===== src/hdl/rsfg_pkg.sv =====
// shared constants and types for the receive config / output pin register slice
package rsfg_pkg;

	// ==========================================================
	// frame and register geometry
	localparam int          REG_W        = 26;
	localparam int          ADDR_W       = 5;
	localparam int          HEAD_BITS    = 6;
	localparam logic [4:0]  HEAD_LAST    = 5'h05;
	localparam logic [4:0]  DATA_LAST    = 5'h19;
	localparam logic [25:0] REG_RESET    = 26'h0000000;

	// ==========================================================
	// register offsets
	localparam logic [4:0]  ADDR_RX_VCO_CONFIG      = 5'h03;
	localparam logic [4:0]  ADDR_RESERVED_FOUR      = 5'h04;
	localparam logic [4:0]  ADDR_RESERVED_FIVE      = 5'h05;
	localparam logic [4:0]  ADDR_RX_BASEBAND_FILTER = 5'h06;
	localparam logic [4:0]  ADDR_OUTPUT_PIN_CONFIG  = 5'h07;
	localparam int          ADDR_FIRST              = 3;
	localparam int          ADDR_LAST               = 7;

	// ==========================================================
	// rx_vco_config fields
	localparam int          POS_LOOP_FILTER  = 11;
	localparam int          POS_PRESCALER    = 17;
	localparam int          POS_VCO_CHOICE   = 19;
	localparam int          POS_HIGH_BAND    = 21;

	// rx_baseband_filter fields
	localparam int          POS_FILTER_SKIP  = 17;
	localparam int          POS_BW_MODE      = 23;

	// output_pin_config fields
	localparam int          POS_MUX_LOW      = 1;
	localparam int          POS_OUT_TWO      = 2;
	localparam int          POS_OUT_THREE    = 4;
	localparam int          POS_TEMP_TRIG    = 6;
	localparam int          POS_TEMP_RESULT  = 7;
	localparam int          POS_MUX_HIGH     = 17;
	localparam int          POS_DRIVE        = 20;

	// ==========================================================
	// field codes
	localparam logic [1:0]  PRESC_CELL       = 2'h1;
	localparam logic [1:0]  PRESC_PCS        = 2'h2;
	localparam logic [1:0]  VCO_OFF          = 2'h0;
	localparam logic [1:0]  VCO_LOW          = 2'h1;
	localparam logic [1:0]  VCO_HIGH         = 2'h2;
	localparam logic [1:0]  BAND_IMT         = 2'h0;
	localparam logic [1:0]  BAND_PCS         = 2'h1;
	localparam logic [2:0]  BW_WCDMA         = 3'h0;
	localparam logic [2:0]  BW_GSM           = 3'h3;
	localparam logic [1:0]  MUX_RX_LOCK      = 2'h0;
	localparam logic [1:0]  MUX_TX_LOCK      = 2'h1;
	localparam logic [1:0]  MUX_STATIC       = 2'h2;
	localparam logic [1:0]  MUX_ALL_LOCK     = 2'h3;

	// ==========================================================
	// carriers
	typedef struct packed {
		logic       loopFilterAdjust;
		logic [1:0] prescalerCfg;
		logic [1:0] vcoChoice;
		logic [1:0] highVcoBand;
		logic       filterSkip;
		logic [2:0] bandwidthMode;
	} rsfg_rx_cfg_t;

	typedef struct packed {
		logic rxLock;
		logic txLock;
		logic clkLock;
	} rsfg_lock_t;

	typedef enum logic [1:0] {SER_IDLE, SER_HEAD, SER_DATA, SER_DONE} rsfg_ser_state_t;

endpackage


===== src/hdl/rsfg_regs.sv =====
// receive synthesizer / filter / output pin register slice behind the four-wire port
//
// Summary of operation
// - loop-filter adjust bit 11: 0 selects WCDMA filter, 1 is invalid
// - prescaler field: 01 cellular ratio, 10 PCS ratio
// - VCO select: 00 off, 01 low VCO, 10 high VCO, 11 unused
// - high-VCO band: 00 IMT, 01 PCS, 11 must be avoided
// - bit 17 of filter register: 0 normal, 1 bypass receive filter
// - bandwidth mode bits 23-25: 000 WCDMA, 011 GSM, others undefined
// - third output mux select split: low bit 1, high bit 17
// - mux: rx lock, tx lock, static level, AND of all three locks
// - output select fields: 00/01 high-Z, 10 drive low, 11 drive high
// - writing 1 to bit 6 starts a temperature reading
// - temperature result in bits 7-11, returned on readback
// - bits 20-21 set serial data-out drive 1x to 4x
`timescale 1ns/1ps
module rsfg_regs
	import rsfg_pkg::*;
(
	// clock and reset
	input  wire logic         ref_clk,
	input  wire logic         reset,
	// four-wire serial port
	input  wire logic         serCsN,
	input  wire logic         serClk,
	input  wire logic         serDin,
	output logic              serDout,
	output logic              serDoutOe,
	output logic [1:0]        serialOutDriveStrength,
	// pll lock flags from analog
	input  wire rsfg_lock_t   lockFlags,
	// temperature sensor
	output logic              tempReadStart,
	input  wire logic         tempResultValid,
	input  wire logic [4:0]   tempResult,
	// general outputs
	output logic              generalOutputTwo,
	output logic              generalOutputTwoOe,
	output logic              generalOutputThree,
	output logic              generalOutputThreeOe,
	// decoded configuration
	output rsfg_rx_cfg_t      rxCfg,
	output logic              lowBandVcoOn,
	output logic              highBandVcoOn,
	output logic              cfgFault
);
	// ==========================================================
	// pin synchronisers
	logic [2:0]       pinMeta_reg;
	logic [2:0]       pinSync_reg;
	logic             clkPrev_reg;
	rsfg_lock_t       lockMeta_reg;
	rsfg_lock_t       lockSync_reg;
	logic             csN;
	logic             din;
	logic             clkRise;
	logic             clkFall;
	always_ff @(posedge ref_clk) begin
		if (reset) begin
			pinMeta_reg  <= 3'h1;
			pinSync_reg  <= 3'h1;
			clkPrev_reg  <= 1'b0;
			lockMeta_reg <= '0;
			lockSync_reg <= '0;
		end else begin
			pinMeta_reg  <= {serClk, serDin, serCsN};
			pinSync_reg  <= pinMeta_reg;
			clkPrev_reg  <= pinSync_reg[2];
			lockMeta_reg <= lockFlags;
			lockSync_reg <= lockMeta_reg;
		end
	end
	assign csN     = pinSync_reg[0];
	assign din     = pinSync_reg[1];
	assign clkRise = pinSync_reg[2] & ~clkPrev_reg;
	assign clkFall = ~pinSync_reg[2] & clkPrev_reg;
	// ==========================================================
	// serial frame engine: read flag, 5 address bits, 26 data bits, msb first
	rsfg_ser_state_t  state_reg,    state_next;
	logic [4:0]       bitCnt_reg,   bitCnt_next;
	logic             isRead_reg,   isRead_next;
	logic [4:0]       addr_reg,     addr_next;
	logic [25:0]      shiftIn_reg,  shiftIn_next;
	logic [25:0]      shiftOut_reg, shiftOut_next;
	logic             doutOe_reg,   doutOe_next;
	logic             doutBit_reg,  doutBit_next;
	logic             wrStb;
	logic [25:0]      regs_reg [ADDR_FIRST:ADDR_LAST];
	logic [25:0]      readWord;
	always_comb begin
		readWord = '0;
		if (addr_next >= ADDR_RX_VCO_CONFIG && addr_next <= ADDR_OUTPUT_PIN_CONFIG) begin
			readWord = regs_reg[addr_next];
		end
	end
	always_comb begin
		state_next    = state_reg;
		bitCnt_next   = bitCnt_reg;
		isRead_next   = isRead_reg;
		addr_next     = addr_reg;
		shiftIn_next  = shiftIn_reg;
		shiftOut_next = shiftOut_reg;
		wrStb         = 1'b0;
		case (state_reg)
			SER_IDLE: begin
				bitCnt_next = '0;
				if (!csN) begin
					state_next = SER_HEAD;
				end
			end
			SER_HEAD: begin
				if (clkRise) begin
					{isRead_next, addr_next} = {addr_reg, din};
					bitCnt_next = bitCnt_reg + 5'h01;
					if (bitCnt_reg == HEAD_LAST) begin
						bitCnt_next   = '0;
						state_next    = SER_DATA;
						shiftOut_next = readWord;
					end
				end
			end
			SER_DATA: begin
				if (clkRise) begin
					shiftIn_next = {shiftIn_reg[24:0], din};
					bitCnt_next  = bitCnt_reg + 5'h01;
					if (bitCnt_reg == DATA_LAST) begin
						wrStb      = ~isRead_reg;
						state_next = SER_DONE;
					end
				end else if (clkFall) begin
					shiftOut_next = {shiftOut_reg[24:0], 1'b0};
				end
			end
			SER_DONE: begin
				state_next = SER_DONE;
			end
			default: begin
				state_next = SER_IDLE;
			end
		endcase
		// a raised select aborts any frame; a partial write is dropped
		if (csN) begin
			state_next = SER_IDLE;
		end
		doutOe_next  = (state_next == SER_DATA) & isRead_next;
		doutBit_next = shiftOut_next[25];
	end
	always_ff @(posedge ref_clk) begin
		if (reset) begin
			state_reg    <= SER_IDLE;
			bitCnt_reg   <= '0;
			isRead_reg   <= 1'b0;
			addr_reg     <= '0;
			shiftIn_reg  <= '0;
			shiftOut_reg <= '0;
			doutOe_reg   <= 1'b0;
			doutBit_reg  <= 1'b0;
		end else begin
			state_reg    <= state_next;
			bitCnt_reg   <= bitCnt_next;
			isRead_reg   <= isRead_next;
			addr_reg     <= addr_next;
			shiftIn_reg  <= shiftIn_next;
			shiftOut_reg <= shiftOut_next;
			doutOe_reg   <= doutOe_next;
			doutBit_reg  <= doutBit_next;
		end
	end

	// ==========================================================
	// register file; unmapped addresses ignore writes and read zero
	logic [25:0]      regs_next [ADDR_FIRST:ADDR_LAST];
	logic             tempStart_next;
	logic             tempStart_reg;
	always_comb begin
		for (int i = ADDR_FIRST; i <= ADDR_LAST; i++) begin
			regs_next[i] = regs_reg[i];
		end
		tempStart_next = 1'b0;
		if (wrStb && addr_reg >= ADDR_RX_VCO_CONFIG && addr_reg <= ADDR_OUTPUT_PIN_CONFIG) begin
			regs_next[addr_reg] = shiftIn_next;
		end
		if (wrStb && addr_reg == ADDR_OUTPUT_PIN_CONFIG) begin
			tempStart_next = shiftIn_next[POS_TEMP_TRIG];
			// result bits are read-only: keep the measured value
			regs_next[ADDR_LAST][POS_TEMP_RESULT +: 5] =
				regs_reg[ADDR_LAST][POS_TEMP_RESULT +: 5];
		end
		// a finishing measurement wins over a simultaneous write
		if (tempResultValid) begin
			regs_next[ADDR_LAST][POS_TEMP_RESULT +: 5] = tempResult;
		end
	end
	always_ff @(posedge ref_clk) begin
		if (reset) begin
			for (int i = ADDR_FIRST; i <= ADDR_LAST; i++) begin
				regs_reg[i] <= REG_RESET;
			end
			tempStart_reg <= 1'b0;
		end else begin
			for (int i = ADDR_FIRST; i <= ADDR_LAST; i++) begin
				regs_reg[i] <= regs_next[i];
			end
			tempStart_reg <= tempStart_next;
		end
	end

	// ==========================================================
	// decoded outputs
	logic [1:0]       muxSel;
	logic [1:0]       selTwo;
	logic [1:0]       selThree;
	logic [25:0]      vcoReg;
	logic [25:0]      lpfReg;
	logic             outTwo_next,   outTwoOe_next;
	logic             outThree_next, outThreeOe_next;
	logic             lowVco_next,   highVco_next,   fault_next;
	logic             outTwo_reg,    outTwoOe_reg;
	logic             outThree_reg,  outThreeOe_reg;
	logic             lowVco_reg,    highVco_reg,    fault_reg;
	rsfg_rx_cfg_t     rxCfg_next,    rxCfg_reg;
	assign vcoReg   = regs_reg[ADDR_FIRST];
	assign lpfReg   = regs_reg[ADDR_LAST - 1];
	assign muxSel   = {regs_reg[ADDR_LAST][POS_MUX_HIGH], regs_reg[ADDR_LAST][POS_MUX_LOW]};
	assign selTwo   = regs_reg[ADDR_LAST][POS_OUT_TWO +: 2];
	assign selThree = regs_reg[ADDR_LAST][POS_OUT_THREE +: 2];
	always_comb begin
		rxCfg_next.loopFilterAdjust = vcoReg[POS_LOOP_FILTER];
		rxCfg_next.prescalerCfg     = vcoReg[POS_PRESCALER +: 2];
		rxCfg_next.vcoChoice        = vcoReg[POS_VCO_CHOICE +: 2];
		rxCfg_next.highVcoBand      = vcoReg[POS_HIGH_BAND +: 2];
		rxCfg_next.filterSkip       = lpfReg[POS_FILTER_SKIP];
		rxCfg_next.bandwidthMode    = lpfReg[POS_BW_MODE +: 3];
		lowVco_next  = rxCfg_next.vcoChoice == VCO_LOW;
		highVco_next = rxCfg_next.vcoChoice == VCO_HIGH;
		// invalid codes are flagged rather than remapped
		fault_next = rxCfg_next.loopFilterAdjust
			| (rxCfg_next.prescalerCfg != PRESC_CELL && rxCfg_next.prescalerCfg != PRESC_PCS)
			| (rxCfg_next.vcoChoice == 2'h3)
			| (rxCfg_next.highVcoBand != BAND_IMT && rxCfg_next.highVcoBand != BAND_PCS)
			| (rxCfg_next.bandwidthMode != BW_WCDMA && rxCfg_next.bandwidthMode != BW_GSM);
		outTwoOe_next = selTwo[1];
		outTwo_next   = selTwo[0];
		case (muxSel)
			MUX_RX_LOCK: begin
				outThreeOe_next = 1'b1;
				outThree_next   = lockSync_reg.rxLock;
			end
			MUX_TX_LOCK: begin
				outThreeOe_next = 1'b1;
				outThree_next   = lockSync_reg.txLock;
			end
			MUX_STATIC: begin
				outThreeOe_next = selThree[1];
				outThree_next   = selThree[0];
			end
			default: begin
				outThreeOe_next = 1'b1;
				outThree_next   = &lockSync_reg;
			end
		endcase
	end
	always_ff @(posedge ref_clk) begin
		if (reset) begin
			rxCfg_reg      <= '0;
			lowVco_reg     <= 1'b0;
			highVco_reg    <= 1'b0;
			fault_reg      <= 1'b0;
			outTwo_reg     <= 1'b0;
			outTwoOe_reg   <= 1'b0;
			outThree_reg   <= 1'b0;
			outThreeOe_reg <= 1'b0;
		end else begin
			rxCfg_reg      <= rxCfg_next;
			lowVco_reg     <= lowVco_next;
			highVco_reg    <= highVco_next;
			fault_reg      <= fault_next;
			outTwo_reg     <= outTwo_next;
			outTwoOe_reg   <= outTwoOe_next;
			outThree_reg   <= outThree_next;
			outThreeOe_reg <= outThreeOe_next;
		end
	end
	assign serDout                = doutBit_reg;
	assign serDoutOe              = doutOe_reg;
	assign serialOutDriveStrength = regs_reg[ADDR_LAST][POS_DRIVE +: 2];
	assign tempReadStart          = tempStart_reg;
	assign generalOutputTwo       = outTwo_reg;
	assign generalOutputTwoOe     = outTwoOe_reg;
	assign generalOutputThree     = outThree_reg;
	assign generalOutputThreeOe   = outThreeOe_reg;
	assign rxCfg                  = rxCfg_reg;
	assign lowBandVcoOn           = lowVco_reg;
	assign highBandVcoOn          = highVco_reg;
	assign cfgFault               = fault_reg;
endmodule


===== config.mk =====
export PLATFORM = sky130hd
export DESIGN_NAME = rsfg_regs
export DESIGN_NICKNAME = d
export VERILOG_FILES = /design/src/hdl/rsfg_pkg.sv /design/src/hdl/rsfg_regs.sv
export SDC_FILE = /design/constraint.sdc
export NUM_CORES = 1
export LEC_CHECK = 0
export BUFFER_PORTS_ARGS = -buffer_cell sky130_fd_sc_hd__buf_2
export CORE_MARGIN = 2
export CORE_UTILIZATION = 25
export CTS_CLUSTER_DIAMETER = 100
export DETAILED_ROUTE_END_ITERATION = 10
export GPL_TIMING_DRIVEN = 1
export PLACE_DENSITY = 0.47
export REMOVE_ABC_BUFFERS = 1
export SYNTH_ARGS = -nofsm -noshare
export SYNTH_HDL_FRONTEND = slang
export SYNTH_SLANG_ARGS = --single-unit

===== constraint.sdc =====
create_clock -name ref_clk -period 1.9 [get_ports ref_clk]
set_input_delay 0.095 -clock ref_clk [delete_from_list [all_inputs] [get_ports ref_clk]]
set_output_delay 0.095 -clock ref_clk [all_outputs]
set_load 0.02 [all_outputs]

* Word level (Yosys, flattened, before mapping)
Memory sizes are Yosys's and may differ from the RTL's.
Index checks and enable logic that the tools add are counted.
** Cells by class
- Magnitude comparators :: 6
- Eq/ne operators :: 21
- Reductions and logical operators :: 18
- Muxes and demuxes :: 41
- Bitwise gates (word level) :: 17
- Add/sub/neg operators :: 1
** Operators with widths (number)
- $mux W26 :: 13
- $bwmux W130 :: 1
- $mux W130 :: 1
- $demux W26 S3 :: 1
- $pmux W26 S2 :: 1
- $mux W5 :: 7
- $pmux W5 S3 :: 1
- $eq A2 B2 Y1 const B :: 6
- $ne A2 B2 Y1 const B :: 6
- $eq A5 B3 Y1 const B :: 2
- $ge A5 B2 Y1 const B :: 2
- $le A5 B3 Y1 const B :: 2
- $mux W2 :: 5
- $mux W1 :: 9
- $or A1 B1 Y1 :: 9
- $logic_and A1 B1 Y1 :: 8
- $pmux W2 S4 :: 1
- $eq A2 B1 Y1 const B :: 3
- $ge A6 B4 Y1 const B :: 1
- $lt A6 B1 Y1 const B :: 1
- $not A5 Y6 :: 1
- $reduce_and A3 Y1 :: 2
- $reduce_bool A3 Y1 :: 2
- $add A5 B1 Y5 const B :: 1
- other kinds (10) :: 18
** Word-level totals
- Output and inout bits :: 23
- Bits in registers :: 98
- RAM bits :: 130
- Memories kept :: 1
** Memories
- regs_reg :: depth 5, bits a word 26, read ports 6, clocked after memory_dff 0, write ports 5, RTL line rsfg_regs.sv:88 : logic [25:0] regs_reg [ADDR_FIRST:ADDR_LAST];

* Depth between registers and ports, before layout
- Word-level depth :: 10
- Depth in mapped cells :: 10
- Mapped depth without buffers :: 6

* Worst setup path after synthesis
OpenSTA, ideal clock, no wires.
- Kind :: reg-to-reg
- Start :: reg state_reg[0]
- End :: mem regs_reg[6][25]
- Data required time :: 1768 ps
- Library setup time :: 132 ps
- Slack :: -222 ps
- Buffers on the path :: 4
- Stages on the path, launching flop included :: 11
- Arrival time :: 1990 ps
- Cells stage by stage :: dfxtp_1 -> inv_1 -> ha_1 -> buf_4 -> nand3b_1 -> buf_4 -> or4_1 -> buf_2 -> clkbuf_2 -> o21ai_0 -> a21oi_1
** RTL lines
- from (decl) :: RTL line rsfg_regs.sv:79 : rsfg_ser_state_t state_reg, state_next;
- from (signal assigned) :: RTL line rsfg_regs.sv:159 : state_reg <= state_next;
- to (decl) :: RTL line rsfg_regs.sv:88

==> results.py <==
metrics = {
    "floorplanning": {
        "start_util_pct": 25.2,
        "die_h_um": 212,
        "die_width_um": 212,
        "die_area_sq_um": 45000,
        "core_area_sq_um": 43000,
        "rows": 76,
        "io_pins": 37,
    },
    "finish": {
        "stdcell_area_sq_um": 14300,
        "largest_reg_flops": 130,
        "diodes": 0,
        "postLayoutCoreUtil_pct": 33.2,
        "final_cells": 1943,
        "drive_above_1_share_pct": 22.7,
        "nets": 1366,
        "area_growth_syn_to_layout_pct": 31.6,
    },
    "placement": {
        "place_area_sq_um": 12500,
        "dp_cells": 1854,
        "gp_congestion": 0.768,
        "portBuffers": 36,
        "dpl.hpwl_um": 22600,
        "post-place-ws_ns": -0.329,
    },
    "global_routing": {
        "antenna_found_initial": 0,
        "track_usage_pct": 17.2,
        "grt_pass1_wl_um": 59500,
        "grt_overflow": 0,
        "grt_pass1_vias": 9835,
        "grt_max_degree": 63,
    },
    "synth": {
        "synth_largest_area_cell": "dfxtp_1",
        "avgSynthCellArea_sq_um": 8.65,
        "yosysSeqAreaShare_pct": 42.1,
        "synthTopCellsByArea": "dfxtp_1 42%, nand3_1 5.8%, a211oi_1 5.7%",
        "synth.distinct_cells": 49,
        "ys.flop_type": "dfxtp_1",
        "netlist_instances": 1253,
        "synth-seq-cells": 228,
        "yosysTopAreaCellShare_pct": 42.1,
        "syn_area_sq_um": 10800,
        "async_reset_ff_share_pct": 0,
        "synth_edf_count": 0,
        "ys_warn_count": 0,
    },
    "timing": {
        "fin_hold_ws_ns": 0.273,
        "max_freq_mhz": 487,
        "skew_ns": 0.0109,
        "rsz0062_at_grt": "yes",
        "slew_headroom_pct": 48.0,
        "slew_violations": 0,
        "hold_viol": 0,
        "finalCritPeriodShare_pct": 108,
        "fin_ws_ns": -0.154,
        "finalCriticalPeriod_ns": 2.05,
        "setup_viol": 126,
        "tightest_slew_ns": 0.780,
    },
    "clock_tree": {
        "ctsHtreeMaxLevel": 1,
        "cts_tree": "yes",
        "numClockSinks": 228,
        "clockBufferDepth": 3,
        "root_buffer": "clkbuf_16",
        "clkTransAtPathRegs_ns": 0.05,
        "numCtsBuffers": 27,
        "worst_skew_pair.late_latency_ns": 0.55,
    },
    "power": {
        "vdd_drop_max_uv": 588,
        "powerDensity_nw_per_um2": 705,
        "p_leak_nw": 5.34,
    },
    "setup_path": {
        "worst-r2r-setup-slack_ns": -0.15,
        "crit_path_start_kind": "flop",
        "cpPeakStageDelay_ns": 0.64,
        "crit_type": "reg -> reg",
        "crit_required_ns": 2.30,
        "endpoint_kind": "flop",
        "worst_path_max_delay_cell": "or4_4",
        "critPathMaxFanout": 25,
        "worstPathArrival_ns": 2.46,
        "path_cells": "or3_4, or4_4, clkbuf_16, o21ai_0, a21oi_1",
    },
    "detailed_routing": {
        "drc": 0,
        "wire_per_inst_um": 20.7,
        "routed_wl_um": 40200,
        "via_count": 10200,
        "final_antenna_net_count": 0,
        "drt_iter0_drc": 710,
        "post_drt_via_cell_ratio": 5.23,
        "firstDrtPassIters": 5,
    },
    "run_status": {
        "violations": "negative setup slack",
        "status": "complete, but fails checks",
    },
    "run": {
        "max_cap_violations": 0,
    },
    "min_path": {
        "hp-class": "in -> reg",
    },
}
## cells in the final DEF, fill, tap and decap left out, types with 32 or more instances in the layout
master / n
dfxtp_1: 223
nand3_1: 125
a21oi_1: 108
buf_4: 92
a211oi_1: 82
o21ai_1: 66
nor2_1: 66
inv_1: 55
nor2b_1: 48
buf_2: 35
clkbuf_16: 32
## repair_timing
action | 4_1_cts | 5_1_grt
cloned | 9 | 6
setup buffers | 10 | 2
pin swaps | 15 | 12
setup endpoints to repair | 160 | 156
hold buffers | 20 | 0
endpoints found under the hold margin | 17 | 0
resized for setup | 74 | 75
## cell usage after synthesis, types with 9 or more instances
master and n:
o211a_1 25, inv_1 59, o31ai_1 26, o2111ai_1 26, nor2b_1 50, a211oi_1 83
buf_2 19, o211ai_1 25, nor2_1 67, mux2_2 28, nand2_1 12, mux2i_1 33
clkbuf_2 9, a21oi_1 108, a221oi_1 25, clkbuf_1 100, nand3_1 125, dfxtp_1 228
o21ai_0 97, o22a_1 25
## metal layers
metal | share of wire (%) | global-route usage (%)
met2 | 47 | 28.5
met4 | 3.2 | 7.11
met5 | 0 | 0
met3 | 5.1 | 2.32
met1 | 44 | 22.5
## final cells by class
type / instances / area, sq um
multi-input cells: 822 / 5660
well taps: 585 / 732
clock inverters: 5 / 53.8
flip-flops and latches: 228 / 4580
repair buffers: 206 / 2250
inverters: 59 / 226
clock buffers: 38 / 767
fillers: 4489 / 28700
## logic make-up after synthesis
family / share of synthesized area [%]
adders and majority gates: 0.924
DFF: 42.1
xor gates and xnor gates: 0.404
and+or+nand+nor: 14.4
muxes: 5.96
buffers and inverters: 7.84
AOI/OAI and AO/OA: 28.4
## power by group
part / total (mW) / switching, mW / leakage (nW) / internal, mW
sequential: 4.81 / 0.0136 / 1.84 / 4.80
clock: 5.01 / 2.10 / 0.406 / 2.91
combinational: 0.240 / 0.146 / 3.09 / 0.0939
total: 10.1 / 2.26 / 5.34 / 7.80
## worst max-delay path: cells and delay by family (launching register included)
kind	cells	cell delay, ns
buffers and inverters	1	0.27
AO/OA/AOI/OAI	2	0.27
AND/OR/NAND/NOR	2	1.04
flip-flops	1	0.31
## metrics by stage
stage	TNS, ns	total power [mW]
finish	-8.58	10.1
global route	-21.37	10.4
CTS	-5.00	10.2
detailed placement	-28.24	5.11
global placement	-24.51	5.11
floorplan	-331.68	4.97
## worst paths after layout
check                                                   end  cells past startpoint                       from
worst max-delay path            regs_reg[7][4]$_SDFFE_PP0P_                      5      isRead_reg$_SDFF_PP0_
worst min-delay path              pinMeta_reg[0]$_SDFF_PP1_                      3                     serCsN
worst max register to register  regs_reg[7][4]$_SDFFE_PP0P_                      5      isRead_reg$_SDFF_PP0_
worst min register to register    pinSync_reg[0]$_SDFF_PP1_                      1  pinMeta_reg[0]$_SDFF_PP1_
Note: power is estimated with default switching activity, not from simulation.
